File: src/shared/hpm_regs.svh
`ifndef HPM_REGS_SVH
`define HPM_REGS_SVH
// host access select codes
`define HPM_SEL_CTRL       2'h0
`define HPM_SEL_DATA_INC   2'h1
`define HPM_SEL_ADDR       2'h2
`define HPM_SEL_DATA_FIX   2'h3
// control word fields
`define HPM_CTRL_IRQ_BIT   1
`define HPM_CTRL_RESET     16'h0000
// bus select mode field
`define HPM_MODE_MUX       2'h3
// address layout
`define HPM_ADDR_W         14
`define HPM_ADDR_LAST      14'h3FFF
`define HPM_ADDR_FIRST     14'h0000
`endif

File: src/shared/hpm_pkg.sv
package hpm_pkg;
    typedef enum logic [1:0] {
        HPM_IDLE = 2'b00,
        HPM_REQ  = 2'b01,
        HPM_DONE = 2'b11,
        HPM_WAIT = 2'b10
    } hpm_state_t;
    typedef logic [15:0] hpm_word_t;
    typedef logic [13:0] hpm_addr_t;
endpackage

File: src/rtl/hpm_host_port.sv
`timescale 1ns/1ps
`include "hpm_regs.svh"
module hpm_host_port #(
    parameter int DW = 16,  // data width
    parameter int AW = 14   // word address width
) (
    input  wire logic            CLOCK,          // 250 MHz clock
    input  wire logic            RST_B,          // async reset, active low
    input  wire logic            ADDR_STROBE_N,  // address latch strobe
    input  wire logic            COMBINED_HOST_STROBE_N, // host strobe
    input  wire logic            ACCESS_SELECT_HI, // select bit 1
    input  wire logic            ACCESS_SELECT_LO, // select bit 0
    input  wire logic            READ_NOT_WRITE, // 1 read, 0 write
    input  wire logic            HIGH_BYTE_LANE_ENABLE_N, // high lane, low
    input  wire logic            LOW_BYTE_LANE_ENABLE_N,  // low lane, low
    input  wire logic [DW-1:0]   HOST_DATA_BUS_IN,  // bus from host
    output logic      [DW-1:0]   HOST_DATA_BUS_OUT, // bus to host
    output logic      [1:0]      HOST_DATA_BUS_OE,  // per byte drive
    output logic                 HOST_READY,     // host cycle may end
    input  wire logic [AW-1:0]   HOST_ADDRESS_PINS, // unused here
    input  wire logic            BOOT_STRAP_PIN, // mode strap
    input  wire logic [1:0]      BUS_SELECT_MODE, // mode field of bus select
    input  wire logic            HOST_KEEPS_CLOCK_AWAKE, // keep-awake bit
    input  wire logic            CLKGEN_IDLE,    // clock domain idle
    input  wire logic            DMA_IDLE,       // transfer domain idle
    input  wire logic            EMU_HALT,       // emulation halt
    input  wire logic            DMA_FREE,       // run-during-halt bit
    input  wire logic            CORE_STATUS_IRQ_WR, // core writes status bit
    input  wire logic            CORE_STATUS_IRQ_DATA, // value written
    output logic                 CORE_STATUS_IRQ, // status bit value
    output logic                 CORE_TO_HOST_IRQ_N, // interrupt to host
    output logic                 HOST_TO_CORE_IRQ, // one-cycle pulse
    output logic                 CLKGEN_STAY_AWAKE, // block clock idle
    output logic                 MUX_MODE,       // multiplexed mode on
    output logic                 MEM_REQ_VALID,  // memory request
    input  wire logic            MEM_REQ_READY,  // memory takes it
    output logic                 MEM_REQ_WRITE,  // 1 write
    output logic      [AW-1:0]   MEM_REQ_ADDR,   // word address
    output logic      [DW-1:0]   MEM_REQ_WDATA,  // write data
    output logic      [1:0]      MEM_REQ_BE,     // byte lanes
    input  wire logic            MEM_RSP_VALID,  // read data valid
    input  wire logic [DW-1:0]   MEM_RSP_RDATA   // read data
);
    import hpm_pkg::*;

    // ----------------------------------------------------------------
    // strobe edges and select capture
    // ----------------------------------------------------------------
    logic        has_d_ff, nxt_has_d;
    logic        stb_d_ff, nxt_stb_d;
    logic [1:0]  sel_ff, nxt_sel;
    logic        rnw_ff, nxt_rnw;
    logic        has_used_ff, nxt_has_used;
    logic        has_fall, stb_fall, stb_rise;

    assign has_fall = has_d_ff & ~ADDR_STROBE_N;
    assign stb_fall = stb_d_ff & ~COMBINED_HOST_STROBE_N;
    assign stb_rise = ~stb_d_ff & COMBINED_HOST_STROBE_N;

    always_comb begin
        nxt_has_d    = ADDR_STROBE_N;
        nxt_stb_d    = COMBINED_HOST_STROBE_N;
        nxt_sel      = sel_ff;
        nxt_rnw      = rnw_ff;
        nxt_has_used = has_used_ff;
        if (has_fall) begin
            nxt_has_used = 1'b1;
            nxt_sel      = {ACCESS_SELECT_HI, ACCESS_SELECT_LO};
            nxt_rnw      = READ_NOT_WRITE;
        end else if (stb_fall && !has_used_ff) begin
            nxt_sel = {ACCESS_SELECT_HI, ACCESS_SELECT_LO};
            nxt_rnw = READ_NOT_WRITE;
        end
        if (stb_rise)
            nxt_has_used = 1'b0;
    end

    always_ff @(posedge CLOCK or negedge RST_B) begin
        if (!RST_B) begin
            has_d_ff    <= 1'b1;
            stb_d_ff    <= 1'b1;
            sel_ff      <= 2'h0;
            rnw_ff      <= 1'b1;
            has_used_ff <= 1'b0;
        end else begin
            has_d_ff    <= nxt_has_d;
            stb_d_ff    <= nxt_stb_d;
            sel_ff      <= nxt_sel;
            rnw_ff      <= nxt_rnw;
            has_used_ff <= nxt_has_used;
        end
    end

    // effective select for this strobe: fresh pins unless latched by HAS
    logic [1:0] cur_sel;
    logic       cur_rnw;
    assign cur_sel = has_used_ff ? sel_ff
                                 : {ACCESS_SELECT_HI, ACCESS_SELECT_LO};
    assign cur_rnw = has_used_ff ? rnw_ff : READ_NOT_WRITE;

    // ----------------------------------------------------------------
    // mode, power and interrupts
    // ----------------------------------------------------------------
    logic strap_low_ff, nxt_strap_low;
    logic strap_taken_ff, nxt_strap_taken;
    logic stat_ff, nxt_stat;
    logic irq_ff, nxt_irq;

    always_comb begin
        nxt_strap_taken = 1'b1;
        nxt_strap_low   = strap_low_ff;
        nxt_stat        = stat_ff;
        if (!strap_taken_ff)
            nxt_strap_low = ~BOOT_STRAP_PIN;
        if (CORE_STATUS_IRQ_WR)
            nxt_stat = CORE_STATUS_IRQ_DATA;
    end

    assign MUX_MODE = strap_low_ff
                    | (BUS_SELECT_MODE == `HPM_MODE_MUX);
    assign CLKGEN_STAY_AWAKE  = ~HOST_KEEPS_CLOCK_AWAKE;
    assign CORE_TO_HOST_IRQ_N = stat_ff;
    assign CORE_STATUS_IRQ    = stat_ff;

    // ----------------------------------------------------------------
    // host cycle sequencer
    // ----------------------------------------------------------------
    hpm_state_t st_ff, nxt_st;
    hpm_word_t  shadow_ff, nxt_shadow;  // not initialised
    hpm_addr_t  addr_ff, nxt_addr;      // not initialised
    hpm_word_t  hold_ff, nxt_hold;      // not initialised
    logic       inc_ff, nxt_inc;
    logic       wr_ff, nxt_wr;
    logic [1:0] be_ff, nxt_be;
    logic       mem_ok, is_data;

    // ----------------------------------------------------------------
    // memory access gating
    // ----------------------------------------------------------------

    assign is_data = cur_sel[0];  // 01 and 11 are data selects
    assign mem_ok  = ~CLKGEN_IDLE & ~DMA_IDLE
                   & (~EMU_HALT | DMA_FREE);

    always_comb begin
        nxt_st     = st_ff;
        nxt_shadow = shadow_ff;
        nxt_addr   = addr_ff;
        nxt_hold   = hold_ff;
        nxt_inc    = inc_ff;
        nxt_wr     = wr_ff;
        nxt_be     = be_ff;
        nxt_irq    = 1'b0;
        case (st_ff)
            HPM_IDLE: begin
                if (stb_fall && MUX_MODE) begin
                    nxt_be = {~HIGH_BYTE_LANE_ENABLE_N,
                              ~LOW_BYTE_LANE_ENABLE_N};
                    case (cur_sel)
                        `HPM_SEL_CTRL: begin
                            if (!cur_rnw &&
                                HOST_DATA_BUS_IN[`HPM_CTRL_IRQ_BIT])
                                nxt_irq = 1'b1;
                            nxt_st = HPM_DONE;
                        end
                        `HPM_SEL_ADDR: begin
                            if (!cur_rnw) begin
                                nxt_shadow = HOST_DATA_BUS_IN;
                                nxt_addr   =
                                    HOST_DATA_BUS_IN[AW-1:0];
                            end
                            nxt_st = HPM_DONE;
                        end
                        default: begin
                            nxt_inc  = (cur_sel == `HPM_SEL_DATA_INC);
                            nxt_wr   = ~cur_rnw;
                            nxt_hold = HOST_DATA_BUS_IN;
                            nxt_st   = HPM_REQ;
                        end
                    endcase
                end
            end
            HPM_REQ: begin
                if (mem_ok && MEM_REQ_READY)
                    nxt_st = wr_ff ? HPM_DONE : HPM_WAIT;
            end
            HPM_WAIT: begin
                if (MEM_RSP_VALID) begin
                    nxt_hold = MEM_RSP_RDATA;
                    nxt_st   = HPM_DONE;
                end
            end
            HPM_DONE: begin
                if (stb_rise) begin
                    if (inc_ff && be_ff[1]) begin
                        if (addr_ff == `HPM_ADDR_LAST)
                            nxt_addr = `HPM_ADDR_FIRST;
                        else
                            nxt_addr = addr_ff + 14'h0001;
                    end
                    nxt_inc = 1'b0;
                    nxt_st  = HPM_IDLE;
                end
            end
            default: nxt_st = HPM_IDLE;
        endcase
    end

    // ----------------------------------------------------------------
    // control state registers
    // ----------------------------------------------------------------

    always_ff @(posedge CLOCK or negedge RST_B) begin
        if (!RST_B) begin
            strap_low_ff   <= 1'b0;
            strap_taken_ff <= 1'b0;
            stat_ff        <= 1'b1;
            irq_ff         <= 1'b0;
            st_ff          <= HPM_IDLE;
            inc_ff         <= 1'b0;
            wr_ff          <= 1'b0;
            be_ff          <= 2'h0;
        end else begin
            strap_low_ff   <= nxt_strap_low;
            strap_taken_ff <= nxt_strap_taken;
            stat_ff        <= nxt_stat;
            irq_ff         <= nxt_irq;
            st_ff          <= nxt_st;
            inc_ff         <= nxt_inc;
            wr_ff          <= nxt_wr;
            be_ff          <= nxt_be;
        end
    end

    // ----------------------------------------------------------------
    // address and data contents, not reset
    // ----------------------------------------------------------------
    always_ff @(posedge CLOCK) begin
        shadow_ff <= nxt_shadow;
        addr_ff   <= nxt_addr;
        hold_ff   <= nxt_hold;
    end

    // ----------------------------------------------------------------
    // outputs; ready only in the done state
    // ----------------------------------------------------------------
    assign HOST_TO_CORE_IRQ = irq_ff;
    assign MEM_REQ_VALID    = (st_ff == HPM_REQ) & mem_ok;
    assign MEM_REQ_WRITE    = wr_ff;
    assign MEM_REQ_ADDR     = addr_ff;
    assign MEM_REQ_WDATA    = hold_ff;
    assign MEM_REQ_BE       = be_ff;
    assign HOST_READY       = (st_ff == HPM_DONE);

    // ----------------------------------------------------------------
    // host read data and lane drive
    // ----------------------------------------------------------------

    always_comb begin
        HOST_DATA_BUS_OUT = hold_ff;
        case (cur_sel)
            `HPM_SEL_CTRL:
                HOST_DATA_BUS_OUT = `HPM_CTRL_RESET;
            `HPM_SEL_ADDR: HOST_DATA_BUS_OUT = shadow_ff;
            default:       HOST_DATA_BUS_OUT = hold_ff;
        endcase
        HOST_DATA_BUS_OE = (!COMBINED_HOST_STROBE_N && cur_rnw
                            && st_ff == HPM_DONE) ? nxt_be_or(be_ff, is_data)
                                                  : 2'h0;
    end

    // ----------------------------------------------------------------
    // lane drive helper
    // ----------------------------------------------------------------
    function automatic logic [1:0] nxt_be_or(input logic [1:0] be,
                                             input logic dat);
        nxt_be_or = dat ? be : 2'h3;
    endfunction
endmodule

File: config.mk
export PLATFORM = sky130hd
export DESIGN_NAME = hpm_host_port
export DESIGN_NICKNAME = d
export VERILOG_FILES = /design/src/shared/hpm_pkg.sv /design/src/rtl/hpm_host_port.sv
export VERILOG_INCLUDE_DIRS = /design/src /design/src/shared
export SDC_FILE = /design/constraint.sdc
export NUM_CORES = 1
export LEC_CHECK = 0
export ABC_AREA = 1
export ABC_CLOCK_PERIOD_IN_PS = 3400
export BUFFER_PORTS_ARGS = -buffer_cell sky130_fd_sc_hd__buf_2
export CAP_MARGIN = 0
export CORE_UTILIZATION = 49
export CTS_CLUSTER_SIZE = 12
export DETAILED_ROUTE_END_ITERATION = 8
export PLACE_DENSITY_LB_ADDON = 0.25
export SYNTH_ARGS = -nofsm -noshare
export SYNTH_HDL_FRONTEND = slang
export SYNTH_SLANG_ARGS = --single-unit
File: constraint.sdc
create_clock -name CLOCK -period 3.4 [get_ports CLOCK]
set_clock_uncertainty 0.15 [all_clocks]
set_input_delay 0.34 -clock CLOCK [delete_from_list [all_inputs] [get_ports CLOCK]]
set_output_delay 0.34 -clock CLOCK [all_outputs]
set_load 0.02 [all_outputs]
==> reports/metrics.cfg, run 1 <==
[status]
status=completed

[clock_network]
clkSlewWorstSetupHoldPaths_ps=70
cts.sinks=62
cts_tree=yes
cts_setup_buffers=0
cts_root_buffer=clkbuf_8
h-tree-depth=3
cts_buffers=9
clockBufferDepth=2
insertion_delay_ps=340

[critical_path]
crit_chain=ha_1, buf_4, clkinv_1, nor2_1, nand2_1, nor2_1, buf_2
cp.arrival_ps=2070
worstSetupPathType=reg2out
critPathLaunchType=register
critPathCaptureType=output port
r2r-start=has_used_ff$_DFFE_PN0P_
cpPeakStageDelay_ps=420
cpMaxStageDelayCell=dfrtp_1
crit_start=st_ff[0]$_DFFE_PN0P_
crit_top_cell=nor2_1
cp_max_fo=26
required_ps=2910

[synthesis]
synth_top_area_share_pct=43.4
async_flop_share_pct=25.8
ys.warnings.count=0
synth_area_um2=3180
syn_inst=364
syn_nets=436
synth_enable_flop_cells=46
ys_types=33
ys.flop_type=edfxtp_1
synth_area_leader_cell=edfxtp_1
synth-seq-cells=62
syn_avg_cell_area_um2=8.75
ys_seq_area_share_pct=56.1
yosys-top-cells-area=edfxtp_1 43%, nand2_1 16%, dfrtp_1 9.4%

[route]
vias=2922
routedWlPerCell_um=14.4
drtPass1Iterations=5
viasPerCell=5.19
dr.first_iter.drc_count=242
antenna_left=0
drc_errors=0
wl_um=8130

[run]
maxCapViolations=0

[sta]
rsz0062_at_grt=no
layout_min_cycle_time_ps=2560
maxSlewViolCount=0
tns_ps=0
worstMarginPinSlew_ps=702
worst_slew_margin_rel_pct=53.2
fmax_mhz=391
timing.final.crit_share_pct=75.2
finalHoldViolations=0
setup_viol=0

[floorplanning]
initial_core_util_pct=50.4
core.rowCount=29
die_h_um=82.6
core_area_um2=6310
ios=125
die-area_um2=6830
die_x_um=82.6

[grt]
track_usage_pct=24.9
gr-total-overflow=0
grt_max_degree=27
grt_pass1_wl_um=12300
antenna_found_initial=0
grt_pass1_vias=2540

[cells_and_area]
fill_cells=563
multiInputGateArea_um2=1200
syn_to_final_growth_pct=25.5
nets=553
layout_commonest_cell=nand2_1
register_area_um2=1790
final_cell_mix=134 x nand2_1, 110 x buf_2, 46 x edfxtp_1
fin_util_pct=63.3
drive_gt1_share_pct=31.1
diodes=0

[placed_design]
globalplace.congestion=0.870
io_buffers=110
dp.final_hpwl_um=5820

[worst_hold_path]
hold_class=in2reg
min_from=LOW_BYTE_LANE_ENABLE_N

[power_and_ir_drop]
leakagePower_nw=1.96
ir_drop_mv=0.537
p_per_area_nw_per_um2=849

registers in the layout, summed over array words and instances (netlist names), 2 cells and up:
signal and flops:
MEM_REQ_ADDR 14, MEM_REQ_BE 2, MEM_REQ_WDATA 16, sel_ff 2, shadow_ff 16, st_ff 2
worst max-delay path, delay by kind of cell (launching register included):
kind	cells	cell delay, ps
fa+ha+maj	1	170
simple gates	3	380
buf+inv	3	760
flops	1	420
logic make-up (layout without fill, tap and decap cells):
logic type               Yosys count  in the layout  synth area share, %
AO/OA/AOI/OAI                     38             38                 6.40
other                              1              1                0.118
adder cells (fa/ha/maj)            5              5                 1.96
buffers and inverters             46            168                 6.40
multiplexers                       2              2                0.707
AND/OR/NAND/NOR                  208            208                 27.7
XOR/XNOR                           2              2                0.550
flip-flops                        62             62                 56.1
final timing paths:
| kind | slack, ps | cells past startpoint | to |
|---|---|---|---|
| max | 840 | 7 | HOST_DATA_BUS_OE[0] |
| min | 40 | 2 | MEM_REQ_BE[0]$_DFFE_PN0P_ |
| max reg2reg | 1000 | 6 | MEM_REQ_ADDR[11]$_DFFE_PP_ |
| min reg2reg | 310 | 1 | strap_low_ff$_DFFE_PN0N_ |
| max in group asynchronous | 2490 | 2 | stb_d_ff$_DFF_PN1_ |
| min in group asynchronous | 290 | 2 | st_ff[1]$_DFFE_PN0P_ |
power by group:
part / leakage (nW) / internal, mW / total (mW) / switching, mW
Sequential: 0.615 / 1.14 / 1.32 / 0.174
Clock: 0.0784 / 0.257 / 0.558 / 0.301
Combinational: 1.27 / 0.469 / 1.52 / 1.05
Yosys cell counts (all sizes together) (2+ instances only):
| library cell | instances |
|---|---|
| a21oi | 4 |
| clkbuf | 2 |
| edfxtp | 46 |
| o21ai | 29 |
| xor2 | 2 |
| nor2 | 29 |
| nor3 | 2 |
| mux2 | 2 |
| nand2 | 140 |
| inv | 34 |
| o22ai | 2 |
| dfrtp | 12 |
| nand3 | 27 |
| o21bai | 2 |
| dfstp | 4 |
| buf | 9 |
| ha | 5 |
| and3 | 2 |
| nand4 | 7 |
routing by layer:
metal	track usage (%)	routed length, um	vias to the layer above
met5	0	0	-
met4	9.31	141	0
met3	5.27	641	13
met2	39.5	3860	120
met1	33.6	3480	1354
li1	-	-	1435
final cells by class:
class,instances,area share [%]
clock inverters,7,1.03
well taps,77,2.41
repair buffers,117,15.3
flip-flops and latches,62,44.7
clock buffers,9,3.10
multi-input cells,256,30.1
inverters,35,3.35
per-stage QoR:
stage | total power [mW] | hold slack [ps] | instance area, um^2 | setup slack [ps] | instances
detailed placement | 2.84 | 123 | 3800 | 989 | 544
CTS | 3.40 | 29.3 | 4000 | 829 | 563
finish | 3.39 | 36.0 | 4000 | 845 | 563
global route | 3.63 | 25.7 | 4000 | 699 | 563
floorplan | 2.35 | -106 | 3180 | 683 | 364
global placement | 2.79 | 122 | 3800 | 1050 | 544
timing repair:
action                                 CTS  global route
endpoints found under the hold margin   14             0
resized for setup                        0             0
hold buffers                             3             0
No activity file was read; power rests on OpenSTA's default activity.
==> run 2: changes to the inputs <==
--- a/config.mk
+++ b/config.mk
@@ -7,10 +7,10 @@
 export NUM_CORES = 1
 export LEC_CHECK = 0
 export ABC_AREA = 1
-export ABC_CLOCK_PERIOD_IN_PS = 3400
+export ABC_CLOCK_PERIOD_IN_PS = 2350
 export BUFFER_PORTS_ARGS = -buffer_cell sky130_fd_sc_hd__buf_2
 export CAP_MARGIN = 0
-export CORE_UTILIZATION = 49
+export CORE_UTILIZATION = 44
 export CTS_CLUSTER_SIZE = 12
 export DETAILED_ROUTE_END_ITERATION = 8
 export PLACE_DENSITY_LB_ADDON = 0.25
==> constraint.sdc (replaced) <==
create_clock -name CLOCK -period 2.35 [get_ports CLOCK]
set_clock_uncertainty 0.15 [all_clocks]
set_input_delay 0.235 -clock CLOCK [delete_from_list [all_inputs] [get_ports CLOCK]]
set_output_delay 0.235 -clock CLOCK [all_outputs]
set_load 0.02 [all_outputs]
==> run 2 against run 1 <==
Against the previous run:
- combinational power grew 51%
- worst hold slack got worse by 23 ps
- clock power rose by 97%
- worst setup slack got worse by 610 ps
- routed wire length increased by 2.4%
- utilization fell by 0.29 points
- critical path depth unchanged
- via count down 0.27%
- largest cell class unchanged
==> reports/metrics.cfg, run 2 (same netlist as run 1, synthesis figures left out) <==
[status]
status=completed

[critical_path]
worstSetupPathType=reg2reg
cpPeakStageDelay_ps=440  ; +20 ps
cp.arrival_ps=1980  ; -90 ps
critPathCaptureType=register
required_ps=2220  ; -690 ps
cpMaxStageDelayCell=dfrtp_1
critPathLaunchType=register
crit_chain=inv_1, ha_1, inv_1, nor2_1, inv_1, nor3_2, buf_4
crit_top_cell=inv_1
cp_max_fo=16  ; -38%

[sta]
maxSlewViolCount=0  ; unchanged
setup_ws_ps=238  ; -606 ps
layout_min_cycle_time_ps=2110
finalHoldViolations=0  ; unchanged
rsz0062_at_grt=no
fmax_mhz=474
timing.final.crit_share_pct=89.9
tns_ps=0  ; unchanged
setup_viol=0  ; unchanged

[cells_and_area]
syn_to_final_growth_pct=36.6
diodes=0  ; unchanged
layout_commonest_cell=nand2_1
final_cell_mix=134 x nand2_1, 110 x buf_2, 46 x edfxtp_1
drive_gt1_share_pct=29.8  ; -1.2 points
register_area_um2=1790  ; unchanged
nets=581  ; +5.1%
fill_cells=599  ; +6.4%
multiInputGateArea_um2=1200  ; unchanged

[power_and_ir_drop]
p_per_area_nw_per_um2=1210  ; +43%
p_sw_share_pct=41.5  ; -3.5 points
power.switching_mw=2.19  ; +44%
pwr-share-clk_pct=20.8  ; +4.3 points
total_power_mw=5.28  ; +56%
seqPwrFrac_pct=35.9  ; -2.9 points
p_int_mw=3.09  ; +66%
p_comb_share_pct=43.3  ; -1.5 points
ir_drop_mv=0.608  ; +13%
leakagePower_nw=2.12  ; +7.9%

[route]
wl_um=8320  ; +2.4%
drtPass1Iterations=4  ; -1
dr.first_iter.drc_count=192  ; -21%
viasPerCell=4.78  ; -7.8%
routedWlPerCell_um=13.7  ; -5.3%
drc_errors=0  ; unchanged
vias=2914  ; -0.27%
antenna_left=0  ; unchanged

[placed_design]
io_buffers=110  ; unchanged
globalplace.congestion=0.864  ; -0.77%
pre_cts_ws_ps=284  ; -705 ps
dp.final_hpwl_um=5750  ; -1.2%

[clock_network]
h-tree-depth=3  ; unchanged
insertion_delay_ps=340  ; about the same
clkSlewWorstSetupHoldPaths_ps=70  ; about the same
clockBufferDepth=2  ; unchanged
cts_resized=0  ; unchanged
cts.sinks=62  ; unchanged
cts_root_buffer=clkbuf_8
cts_buffers=9  ; unchanged
cts_tree=yes

[worst_hold_path]
hold_class=in2reg

[floorplanning]
die-area_um2=7580  ; +11%
core_area_um2=6910  ; +9.4%
ios=125  ; unchanged
die_h_um=87.1  ; +5.4%
core.rowCount=30  ; +3.4%
initial_core_util_pct=46.1  ; -4.3 points
die_x_um=87.1  ; +5.4%

[grt]
grt_pass1_wl_um=13100  ; +6.6%
antenna_found_initial=0  ; unchanged
grt_pass1_vias=2725  ; +7.3%
grt_max_degree=25  ; -7.4%
track_usage_pct=23.2  ; -1.7 points
gr-total-overflow=0  ; unchanged

[run]
maxCapViolations=0  ; unchanged

[run 2: power by group through the flow]
stage | combinational [mW] | clock [mW] | sequential [mW]
after floorplan | 1.21 | 0 | 2.20
after global placement | 2.20 | 0 | 1.90
after detailed placement | 2.23 | 0 | 1.91
after CTS | 2.28 | 1.11 | 1.89
after global routing | 2.53 | 1.15 | 1.94
final | 2.29 | 1.10 | 1.90
[run 2: final timing paths]
check | slack, ps | end | start | cells past startpoint
max in group asynchronous | 1540 | stb_d_ff$_DFF_PN1_ | RST_B | 2
worst min-delay path | 10 | MEM_REQ_WDATA[13]$_DFFE_PP_ | MEM_RSP_RDATA[13] | 3
worst max register to register | 240 | shadow_ff[14]$_DFFE_PP_ | st_ff[0]$_DFFE_PN0P_ | 7
worst max-delay path | 240 | shadow_ff[14]$_DFFE_PP_ | st_ff[0]$_DFFE_PN0P_ | 7
worst min register to register | 300 | strap_low_ff$_DFFE_PN0N_ | strap_taken_ff$_DFF_PN0_ | 1
min in group asynchronous | 200 | MEM_REQ_BE[1]$_DFFE_PN0P_ | RST_B | 2
[run 2: final cells by class]
| type | count | share of cell area [%] |
|---|---|---|
| Inverter | 35 | 3.08 |
| Multi-Input combinational cell | 256 | 27.6 |
| Tap cell | 96 | 2.76 |
| Sequential cell | 62 | 41.1 |
| Timing Repair Buffer | 145 | 20.2 |
| Clock inverter | 5 | 2.27 |
| Clock buffer | 10 | 2.93 |
[run 2: worst max-delay path, delay by kind of cell (launching register included)]
family,cells,cell delay (ps)
adders and majority gates,1,290
buffers and inverters,4,620
DFF,1,440
and+or+nand+nor,2,300
[run 2: what timing repair did]
| action | 4_1_cts | 5_1_grt |
|---|---|---|
| buffers inserted | 0 | 0 |
| hold endpoints to repair | 41 | 0 |
| hold buffers | 27 | 0 |
[run 2: through the flow]
stage	std cells	cell area, um^2	util [%]	hold WS, ps
after floorplan	364	3190	-	-211
after global placement	567	3850	55.8	20.2
after detailed placement	567	3850	55.8	17.3
after CTS	609	4350	63.0	4.88
after global routing	609	4350	63.0	14.6
final	609	4350	63.0	13.4
[run 2: per-layer routing]
| metal | up-vias | track usage [%] | wire [um] |
|---|---|---|---|
| met2 | 98 | 36.5 | 3930 |
| met3 | 14 | 3.22 | 477 |
| met5 | - | 0 | 0 |
| li1 | 1478 | - | - |
| met1 | 1324 | 31.8 | 3760 |
| met4 | 0 | 11.2 | 157 |
